**config.mk**
```make
export PLATFORM = sky130hd
export DESIGN_NAME = ccl_comparator
export DESIGN_NICKNAME = d
export VERILOG_FILES = /design/src/core/ccl_comparator.v
export VERILOG_INCLUDE_DIRS = /design/src /design/src/core
export SDC_FILE = /design/constraint.sdc
export NUM_CORES = 1
export LEC_CHECK = 0
export BUFFER_PORTS_ARGS = -buffer_cell sky130_fd_sc_hd__buf_2
export CAP_MARGIN = 15
export CORE_MARGIN = 8
export CORE_UTILIZATION = 30
export CTS_CLUSTER_SIZE = 12
export DETAILED_ROUTE_END_ITERATION = 16
export PLACE_DENSITY_LB_ADDON = 0.2
export REMOVE_ABC_BUFFERS = 1
export SLEW_MARGIN = 0
export SYNTH_ARGS = -nofsm -noshare
export SYNTH_HDL_FRONTEND = slang
export SYNTH_SLANG_ARGS = --single-unit
```
**constraint.sdc**
```tcl
create_clock -name CLK_SYS -period 3.3 [get_ports CLK_SYS]
set_input_delay 0.825 -clock CLK_SYS [delete_from_list [all_inputs] [get_ports CLK_SYS]]
set_output_delay 0.825 -clock CLK_SYS [all_outputs]
set_load 0.005 [all_outputs]
```
**src/core/ccl_regs.vh**
```
`ifndef CCL_REGS_VH
`define CCL_REGS_VH

// register byte offsets, one 32-bit word each
`define CCL_OFS_CTRL_A1   8'h00
`define CCL_OFS_CTRL_B1   8'h04
`define CCL_OFS_CTRL_A2   8'h08
`define CCL_OFS_CTRL_B2   8'h0C
`define CCL_OFS_MIRROR    8'h10
`define CCL_OFS_FLAGS     8'h14
// distance between the two channels' control registers
`define CCL_CH_STRIDE     8'h08

// control register a fields
`define CCL_A_ENABLE      7
`define CCL_A_RESULT      6
`define CCL_A_PIN_DRIVE   5
`define CCL_A_INVERT      4
`define CCL_A_SPEED       2
`define CCL_A_HYST        1
`define CCL_A_SYNC        0
`define CCL_A_WMASK       8'hB7
`define CCL_A_RESET       8'h04

// control register b fields
`define CCL_B_RISE_EN     7
`define CCL_B_FALL_EN     6
`define CCL_B_PLUS_HI     5
`define CCL_B_PLUS_LO     4
`define CCL_B_MINUS_HI    1
`define CCL_B_MINUS_LO    0
`define CCL_B_WMASK       8'hF3
`define CCL_B_RESET       8'h00

// plus input select codes
`define CCL_PLUS_PIN      2'h0
`define CCL_PLUS_DAC      2'h1
`define CCL_PLUS_FIXED    2'h2
`define CCL_PLUS_ALT      2'h3

// plus route one-hot positions
`define CCL_PR_PIN        0
`define CCL_PR_DAC        1
`define CCL_PR_FIXED      2
`define CCL_PR_SHARED     3
`define CCL_PR_GROUND     4

`endif

```
**src/core/ccl_comparator.v**
```verilog
`timescale 1ns/1ps
`default_nettype none
`include "ccl_regs.vh"

// Functional notes
// - comparator runs only while enable bit 7 of control a is one.
// - result is one when plus node exceeds minus node, inverted by invert bit.
// - pin drive enable routes result to pin; pin driven only if direction bit clear.
// - invert bit 4 of control a flips the result when set.
// - speed bit 2 picks fast mode when one, slow when zero; resets to one.
// - bit 1 of control a drives the analog hysteresis enable.
// - sync bit set latches result on Timer1 clock falling edge; else passes through.
// - rise enable bit 7 of control b lets rising result edges set the flag.
// - fall enable bit 6 of control b lets falling result edges set the flag.
// - plus select codes 00,01,10 route dedicated pin, DAC, fixed reference.
// - plus code 11 routes shared plus pin on channel one, ground on two.
// - minus select codes 00 to 11 route shared minus pins 0 to 3.
// - mirror register shows channel two in bit 1, channel one in bit 0.
// - unimplemented control bits ignore writes and read zero.
// - all control bits reset alike for every reset; zero except speed bit.
// - event flag stays until software clears it; a new edge wins over clear.
// - edges seen on conditioned result, so invert or enable toggles can flag.
// - internal result registered every cycle; pin path follows sync selection.
module ccl_comparator
(
  input  wire        CLK_SYS,
  input  wire        RESETN,
  input  wire        WB_CYC_I,
  input  wire        WB_STB_I,
  input  wire        WB_WE_I,
  input  wire [7:0]  WB_ADR_I,
  input  wire [3:0]  WB_SEL_I,
  input  wire [31:0] WB_DAT_I,
  output reg  [31:0] WB_DAT_O,
  output reg         WB_ACK_O,
  input  wire [1:0]  CMP_RAW,
  input  wire        T1_CLK,
  input  wire [1:0]  PIN_DIRECTION_BIT,
  output wire [1:0]  CMP_ENABLE,
  output wire [1:0]  CMP_SPEED_SELECT,
  output wire [1:0]  CMP_HYSTERESIS_ENABLE,
  output wire [9:0]  PLUS_ROUTE,
  output wire [7:0]  MINUS_ROUTE,
  output wire [1:0]  CMP_PIN_O,
  output wire [1:0]  CMP_PIN_OE,
  output wire [1:0]  CMP_T1_OUT,
  output wire [1:0]  CMP_EVENT_FLAG
);

  wire        req_w;
  wire        wr_w;
  wire [15:0] ctrl_a_w;
  wire [15:0] ctrl_b_w;
  wire [1:0]  result_w;
  reg         t1_s1_q;
  reg         t1_s2_q;
  reg         t1_p_q;
  wire        t1_fall_w;

  // new request seen while no ack is out; writes need the low byte lane
  assign req_w = WB_CYC_I & WB_STB_I & ~WB_ACK_O;
  assign wr_w  = req_w & WB_WE_I & WB_SEL_I[0];

  // timer1 clock synchroniser and falling edge detect
  always @(posedge CLK_SYS)
  begin
    if (!RESETN)
    begin
      t1_s1_q <= 1'b0;
      t1_s2_q <= 1'b0;
      t1_p_q  <= 1'b0;
    end
    else
    begin
      t1_s1_q <= T1_CLK;
      t1_s2_q <= t1_s1_q;
      t1_p_q  <= t1_s2_q;
    end
  end

  assign t1_fall_w = t1_p_q & ~t1_s2_q;

  genvar i;
  generate
    for (i = 0; i < 2; i = i + 1)
    begin : g_ch
      reg  [7:0] ctrl_a_q;
      reg  [7:0] ctrl_b_q;
      reg        raw_s1_q;
      reg        raw_s2_q;
      reg        result_q;
      reg        prev_q;
      reg        pin_q;
      reg        oe_q;
      reg        flag_q;
      reg  [4:0] plus_q;
      reg  [3:0] minus_q;
      wire [7:0] ofs_a;
      wire [7:0] ofs_b;
      wire       cond_w;
      wire       rise_w;
      wire       fall_w;
      wire       clr_w;

      // channel offsets, cut to the address width on purpose
      localparam integer OFS_A_I = `CCL_OFS_CTRL_A1 + i * `CCL_CH_STRIDE;
      localparam integer OFS_B_I = `CCL_OFS_CTRL_B1 + i * `CCL_CH_STRIDE;

      assign ofs_a = OFS_A_I[7:0];
      assign ofs_b = OFS_B_I[7:0];

      // control registers, unimplemented bits masked off
      always @(posedge CLK_SYS)
      begin
        if (!RESETN)
        begin
          ctrl_a_q <= `CCL_A_RESET;
          ctrl_b_q <= `CCL_B_RESET;
        end
        else
        begin
          if (wr_w && WB_ADR_I == ofs_a)
            ctrl_a_q <= WB_DAT_I[7:0] & `CCL_A_WMASK;
          if (wr_w && WB_ADR_I == ofs_b)
            ctrl_b_q <= WB_DAT_I[7:0] & `CCL_B_WMASK;
        end
      end

      // off channel reads as zero before inversion
      assign cond_w = (raw_s2_q & ctrl_a_q[`CCL_A_ENABLE]) ^ ctrl_a_q[`CCL_A_INVERT];
      assign rise_w = result_q & ~prev_q & ctrl_b_q[`CCL_B_RISE_EN];
      assign fall_w = ~result_q & prev_q & ctrl_b_q[`CCL_B_FALL_EN];
      assign clr_w  = wr_w && WB_ADR_I == `CCL_OFS_FLAGS && WB_DAT_I[i];

      // synchroniser, result, edges, pin path and flag
      always @(posedge CLK_SYS)
      begin
        if (!RESETN)
        begin
          raw_s1_q <= 1'b0;
          raw_s2_q <= 1'b0;
          result_q <= 1'b0;
          prev_q   <= 1'b0;
          pin_q    <= 1'b0;
          oe_q     <= 1'b0;
          flag_q   <= 1'b0;
        end
        else
        begin
          raw_s1_q <= CMP_RAW[i];
          raw_s2_q <= raw_s1_q;
          result_q <= cond_w;
          prev_q   <= result_q;
          if (!ctrl_a_q[`CCL_A_SYNC] || t1_fall_w)
            pin_q <= cond_w;
          oe_q <= ctrl_a_q[`CCL_A_PIN_DRIVE] & ~PIN_DIRECTION_BIT[i];
          if (rise_w || fall_w)
            flag_q <= 1'b1;
          else if (clr_w)
            flag_q <= 1'b0;
        end
      end

      // analog input routing, all inputs off while disabled
      always @(posedge CLK_SYS)
      begin
        if (!RESETN)
        begin
          plus_q  <= 5'h00;
          minus_q <= 4'h0;
        end
        else
        begin
          plus_q  <= 5'h00;
          minus_q <= 4'h0;
          if (ctrl_a_q[`CCL_A_ENABLE])
          begin
            minus_q[ctrl_b_q[`CCL_B_MINUS_HI:`CCL_B_MINUS_LO]] <= 1'b1;
            case (ctrl_b_q[`CCL_B_PLUS_HI:`CCL_B_PLUS_LO])
              `CCL_PLUS_PIN:   plus_q[`CCL_PR_PIN]   <= 1'b1;
              `CCL_PLUS_DAC:   plus_q[`CCL_PR_DAC]   <= 1'b1;
              `CCL_PLUS_FIXED: plus_q[`CCL_PR_FIXED] <= 1'b1;
              default:         plus_q[(i == 0) ? `CCL_PR_SHARED : `CCL_PR_GROUND] <= 1'b1;
            endcase
          end
        end
      end

      assign ctrl_a_w[8*i +: 8]     = {ctrl_a_q[7], result_q, ctrl_a_q[5:0]};
      assign ctrl_b_w[8*i +: 8]     = ctrl_b_q;
      assign result_w[i]            = result_q;
      assign CMP_ENABLE[i]          = ctrl_a_q[`CCL_A_ENABLE];
      assign CMP_SPEED_SELECT[i]    = ctrl_a_q[`CCL_A_SPEED];
      assign CMP_HYSTERESIS_ENABLE[i] = ctrl_a_q[`CCL_A_HYST];
      assign PLUS_ROUTE[5*i +: 5]   = plus_q;
      assign MINUS_ROUTE[4*i +: 4]  = minus_q;
      assign CMP_PIN_O[i]           = pin_q;
      assign CMP_PIN_OE[i]          = oe_q;
      assign CMP_T1_OUT[i]          = pin_q;
      assign CMP_EVENT_FLAG[i]      = flag_q;
    end
  endgenerate

  // wishbone answer: ack one cycle after request, read data with it
  always @(posedge CLK_SYS)
  begin
    if (!RESETN)
    begin
      WB_ACK_O <= 1'b0;
      WB_DAT_O <= 32'h00000000;
    end
    else
    begin
      WB_ACK_O <= req_w;
      WB_DAT_O <= 32'h00000000;
      if (req_w && !WB_WE_I)
      begin
        case (WB_ADR_I)
          `CCL_OFS_CTRL_A1: WB_DAT_O[7:0] <= ctrl_a_w[7:0];
          `CCL_OFS_CTRL_B1: WB_DAT_O[7:0] <= ctrl_b_w[7:0];
          `CCL_OFS_CTRL_A2: WB_DAT_O[7:0] <= ctrl_a_w[15:8];
          `CCL_OFS_CTRL_B2: WB_DAT_O[7:0] <= ctrl_b_w[15:8];
          `CCL_OFS_MIRROR:  WB_DAT_O[1:0] <= result_w;
          `CCL_OFS_FLAGS:   WB_DAT_O[1:0] <= CMP_EVENT_FLAG;
          default:          WB_DAT_O    <= 32'h00000000;
        endcase
      end
    end
  end

endmodule // ccl_comparator
`default_nettype wire

```
==> results of run 1 <==
final cells by class:
cell class / count / area, sq um
flip-flops and latches: 65 / 1300
fillers: 966 / 5980
inverters: 3 / 11.3
repair buffers: 65 / 330
clock buffers: 12 / 145
multi-input cells: 178 / 1250
clock inverters: 3 / 65.1
well taps: 129 / 161
per-layer routing:
metal  routed length [um]  vias up  track usage
met2                 3180       59        0.171
met5                    0        -            0
met1                 2860      896        0.118
met3                  424        4       0.0449
met4                   34        0       0.0293
li1                     -      964            -
Yosys cell counts (4+ instances only):
master     n  share of area
buf_6      4          0.016
nand2_1   36          0.047
mux2_2     4          0.016
and3b_1    4          0.012
clkbuf_1   6         0.0079
buf_4     42           0.11
nor3_1     4         0.0070
nor3b_2    4          0.018
dfxtp_1   65           0.46
a31oi_1    4         0.0088
and3_1     4         0.0088
and2_1    13          0.029
mux2i_1   27          0.095
or3_1      4         0.0088
nand3b_1   4          0.011
mux4_2     4          0.032
nor2_1    15          0.020
placed cells by master (no fill, tap or decap), types with 10 or more instances in the layout:
master	netlist	layout
conb_1	1	27
dfxtp_1	65	65
nor2_1	15	15
buf_2	1	63
mux2i_1	27	27
nand2_1	36	36
and2_1	13	13
clkbuf_8	0	10
power by group:
part / internal [mW] / total (mW) / switching, mW
logic: 0.0232 / 0.0669 / 0.0437
registers: 0.789 / 0.790 / 0.00118
clock network: 0.441 / 0.722 / 0.281
cell families (layout without fill, tap and decap cells):
group / Yosys count / count (layout) / share of synthesized area
buffers and inverters: 57 / 83 / 0.141
DFF: 65 / 65 / 0.456
muxes: 35 / 35 / 0.142
xor gates and xnor gates: 2 / 2 / 0.00614
other: 1 / 27 / 0.00131
AOI/OAI and AO/OA: 8 / 8 / 0.0210
and+or+nand+nor: 106 / 106 / 0.232
worst min path at each step:
| stage | from | endpoint | slack, ps | depth (start not counted) |
|---|---|---|---|---|
| after floorplan | g_ch[0].raw_s1_q | g_ch[0].raw_s2_q | 410 | 1 |
| after global routing | g_ch[1].raw_s1_q | g_ch[1].raw_s2_q | 450 | 1 |
| final | g_ch[1].raw_s1_q | g_ch[1].raw_s2_q | 430 | 1 |
| after detailed placement | g_ch[1].raw_s1_q | g_ch[1].raw_s2_q | 420 | 1 |
| after global placement | g_ch[1].raw_s1_q | g_ch[1].raw_s2_q | 420 | 1 |
| after CTS | g_ch[0].raw_s1_q | g_ch[0].raw_s2_q | 440 | 1 |
state kept, by name, summed over array words and instances (netlist names), 7 cells and up:
name	cells
g_ch.plus_q	8
WB_DAT_O	7
g_ch.ctrl_a_q	12
g_ch.minus_q	8
g_ch.ctrl_b_q	12
critical path: stages:
cell	delay, ps
buf_2	100
or4_4	590
or4b_1	750
a31oi_1	280
stage by stage:
stage	total power, mW	setup WS [ps]
final	1.58	1010
after global routing	1.65	972
after CTS	1.61	1020
after detailed placement	0.874	649
after global placement	0.874	619
after floorplan	0.832	921
==> summary.txt, run 1 <==
Timing
  • Min cycle time layout: between 2000 and 2500 ps
  • Final setup violation count: 0
  • Final Skew: 9.38 ps
  • Max-slew violations: 0
  • Final hold violation count: 0
  • TNS Setup: 0 ps
  • Rel. slew slack: 0.544
  • Fmax: 437 MHz
  • WHS: 432 ps
  • Final worst path period share: 0.694
  • RSZ-0062 raised after global routing: false
  • Slew of the pin with the lowest slew margin: between 600 and 700 ps

Synth
  • Number of flops mapped to enable cells by yosys: 0
  • Cells after Synth: 274
  • Mapped Avg Cell Area: between 10 and 15 sq um
  • Post-synth ARST share: 0
  • Syn Std Cell Area: 2850 sq um
  • Post-synth cell types: 33
  • FF+latch count, synth: 65
  • Ys flop type: dfxtp_1
  • Ys Warns: 0
  • Register area share after synthesis: 0.456

Detailed routing
  • Vias/cell: 4.23
  • Vias: 1,923
  • Post-route DRC: 0
  • Drt pass-1 iters: 4
  • Iter 0 DRT Violations: between 100 and 150
  • Routed WL: 6500 um
  • Wirelength per Cell: 14.3 um
  • Post-DRT Antenna Nets: 0

Place
  • Dpl cell area: between 3000 and 4000 sq um
  • Routability cong.: 0.703
  • Post-DP HPWL: approximately 4700 um
  • PortBufs: 63
  • Placed insts: 440

GRT
  • Largest net degree at the start of global routing: between 40 and 50
  • Via count of the first global-routing pass: just under 2k
  • First-pass GRT wire length: 10,400 um
  • All-Layer GR Usage: 0.103
  • GR Overflow Total: 0
  • Initial antenna violation count: 0

Hold path
  • Worst hold path class: register to register

Critical path
  • Req. time, crit path: approximately 3600 ps
  • CP Capture Point: WB_DAT_O[0]
  • FF-to-FF Start: WB_ACK_O
  • FF-to-FF path depth: 3
  • Crit path DAT: 2540 ps
  • Kind of critical path: input pin to register
  • Crit Reg-Reg Endpoint: g_ch[1].ctrl_b_q[4]
  • Crit end category: register
  • FF-to-FF setup slack: 1570 ps
  • Worst-path fanout max: 7
  • Critical path launch point: WB_ADR_I[1]
  • CP startpoint kind: input pin

Clock network
  • Hold buffer count at CTS: 0
  • CTS Sinks: 65
  • Clock buffer depth: 2
  • CTS buffer count: 9
  • CTS resizes: 0
  • CTS tree: built
  • Worst-path clk slew: 70 ps
  • Setup Fix Bufs, Post-CTS: 0
  • Worst skew pair latency: between 300 and 400 ps
  • Htree depth: 3
  • Root Buffer: clkbuf_8

Outcome
  • Status: complete, no violations

Die
  • Site row count: 35
  • Die W: 114 um
  • Io pins: roughly 120
  • DIE AREA: 12,900 sq um
  • Die span in y: roughly 110 um
  • Core area: 9240 sq um
  • Initial Util: 0.309

Cells and area
  • Nets: about 380
  • Core Util, Final: 0.353
  • Post-route cell area: 3260 sq um
  • Area added between synthesis and finish: 14.3%
  • ANT cells: 0
  • Share of post-route cells with drive strength above 1: 0.294
  • Cell Count, Final, Fillers Out: 455

Flow run
  • Max-Cap Viols: 0

Power and ir drop
  • Pleak: 1.51 nW
  • Cell Pwr Density: 484 nW/um^2
  • Worst VDD drop: 255 uV
Power figures use the tool's default switching activity.
==> run 2: changes to the inputs <==
- clock period: 3.3 -> 2.4 ns (I/O delays scaled with it)
==> run 2 against run 1 <==
Effect of this change:
- via count shrank 0.73%
- worst hold slack worse by 25 ps
- wire length is 1.4% higher
- critical endpoint is now WB_DAT_O[2]
- worst setup slack lost 510 ps
- first-iteration DRC count shrank 51%
- cell count up 1.5%
- non-clock buffer count increased by 6
- die area stayed put
- largest power group unchanged
- register-to-register slack worse by 830 ps
- largest cell class unchanged
==> summary.txt, run 2 (same netlist as run 1, synthesis figures left out) <==
Outcome
  • Status: complete, no violations

GRT
  • Largest net degree at the start of global routing: 47
  • GR Overflow Total: 0
  • Initial antenna violation count: 0
  • All-Layer GR Usage: 0.107
  • First-pass GRT wire length: 10,700 um
  • Via count of the first global-routing pass: between 2k and 2.5k

Hold path
  • Hold path depth: 2
  • Worst Hold Path EP: g_ch[0].oe_q
  • Hold_sp: PIN_DIRECTION_BIT[0]
  • Worst hold path class: input pin to register

Critical path
  • FF-to-FF setup slack: 740 ps
  • WP buf/inv: 2
  • CP startpoint kind: input pin
  • CP Cell Sequence: buf_2, or4_4, or4b_1, buf_4, nor4_4
  • CP top delay family: simple AND/OR/NAND/NOR gates
  • Delay of the slowest cell on the worst path: 590 ps
  • Crit end category: register
  • Req. time, crit path: 2660 ps
  • FF-to-FF Start: WB_ACK_O
  • Critical path launch point: WB_ADR_I[1]
  • FF-to-FF path depth: 3
  • Max stage delay cell, worst path: or4_4
  • Kind of critical path: input pin to register
  • Crit Reg-Reg Endpoint: g_ch[0].ctrl_a_q[1]
  • Worst-path fanout max: 7
  • Crit path DAT: 2160 ps

Clock network
  • CTS buffer count: 9
  • Hold buffer count at CTS: 0
  • Clock buffer depth: 2
  • Htree depth: 3
  • Setup Fix Bufs, Post-CTS: 0
  • CTS Sinks: 65
  • Worst-path clk slew: 70 ps
  • Worst skew pair latency: 340 ps
  • Root Buffer: clkbuf_8
  • CTS resizes: 0
  • CTS tree: built

Timing
  • Final worst path period share: 0.792
  • Final setup violation count: 0
  • Final hold violation count: 0
  • Final Skew: 5.31 ps
  • Fmax: 526 MHz
  • TNS Setup: 0 ps
  • Min cycle time layout: 1900 ps
  • RSZ-0062 raised after global routing: false
  • Max-slew violations: 0

Flow run
  • Max-Cap Viols: 0

Cells and area
  • Area added between synthesis and finish: 15.1%
  • ANT cells: 0
  • Biggest regs: g_ch.ctrl_a_q (12), g_ch.ctrl_b_q (12)
  • Share of post-route cells with drive strength above 1: 0.309
  • Commonest non-fill, non-tap cells in the layout: dfxtp_1 (65), buf_2 (63), nand2_1 (36)
  • Nets: between 300 and 400
  • Commonest non-fill, non-tap cell in the layout: dfxtp_1
  • Core Util, Final: 0.355

Die
  • Site row count: 35
  • DIE AREA: 12,900 sq um
  • Io pins: 119
  • Die W: 114 um
  • Core area: roughly 9200 sq um
  • Die span in y: between 100 and 150 um
  • Initial Util: 0.309

Detailed routing
  • Routed WL: 6590 um
  • Vias/cell: 4.13
  • Post-DRT Antenna Nets: 0
  • Drt pass-1 iters: 4
  • Iter 0 DRT Violations: 53
  • Post-route DRC: 0
  • Vias: 1,909
  • Wirelength per Cell: 14.3 um

Power and ir drop
  • Cell Pwr Density: 630 nW/um^2
  • Pleak: 1.53 nW
  • Worst VDD drop: 285 uV

Place
  • Post-DP HPWL: just under 5000 um
  • PortBufs: 63
  • Routability cong.: 0.724
-- run 2: cell count changes in the layout (fill, tap and decap cells not counted), sizes merged --
cell      change
clkbuf        -1
bufinv        -1
clkinvlp      +1
buf           +6
clkinv        +2
-- run 2: worst max path at each step --
stage | end | slack [ps] | cells after the start
final | WB_DAT_O[2] | 500 | 5
after global routing | WB_DAT_O[2] | 430 | 5
after CTS | WB_DAT_O[0] | 490 | 5
after detailed placement | WB_DAT_O[0] | 130 | 5
after global placement | WB_DAT_O[0] | 140 | 5
after floorplan | WB_DAT_O[2] | 250 | 3
-- run 2: power by group --
group | total (mW) | leakage (nW) | internal [mW] | switching [mW]
Sequential | 1.09 | 0.525 | 1.08 | 0.00147
Combinational | 0.0951 | 0.911 | 0.0352 | 0.0599
Clock | 0.887 | 0.0933 | 0.478 | 0.409
-- run 2: final cells by class --
class / count / area, sq um
inverters: 3 / 11.3
multi-input cells: 178 / 1250
fillers: 961 / 5960
repair buffers: 71 / 375
clock buffers: 11 / 131
flip-flops and latches: 65 / 1300
clock inverters: 5 / 56.3
well taps: 129 / 161
-- run 2: stage by stage --
stage | cell area [sq um] | power, mW | hold WS (ps) | instances | worst slack, ps
detailed placement | 3100 | 1.21 | 419 | 446 | 128
floorplan | 2560 | 1.14 | 412 | 246 | 246
global placement | 3100 | 1.21 | 416 | 446 | 135
CTS | 3280 | 2.10 | 389 | 462 | 492
finish | 3280 | 2.07 | 406 | 462 | 500
global route | 3280 | 2.17 | 400 | 462 | 434
-- run 2: per-layer routing --
metal	vias up	global-route usage	wire [um]
met1	873	0.117	3010
met2	57	0.181	3070
li1	972	-	-
met4	0	0.0320	97
met3	7	0.0470	420
met5	-	0	0
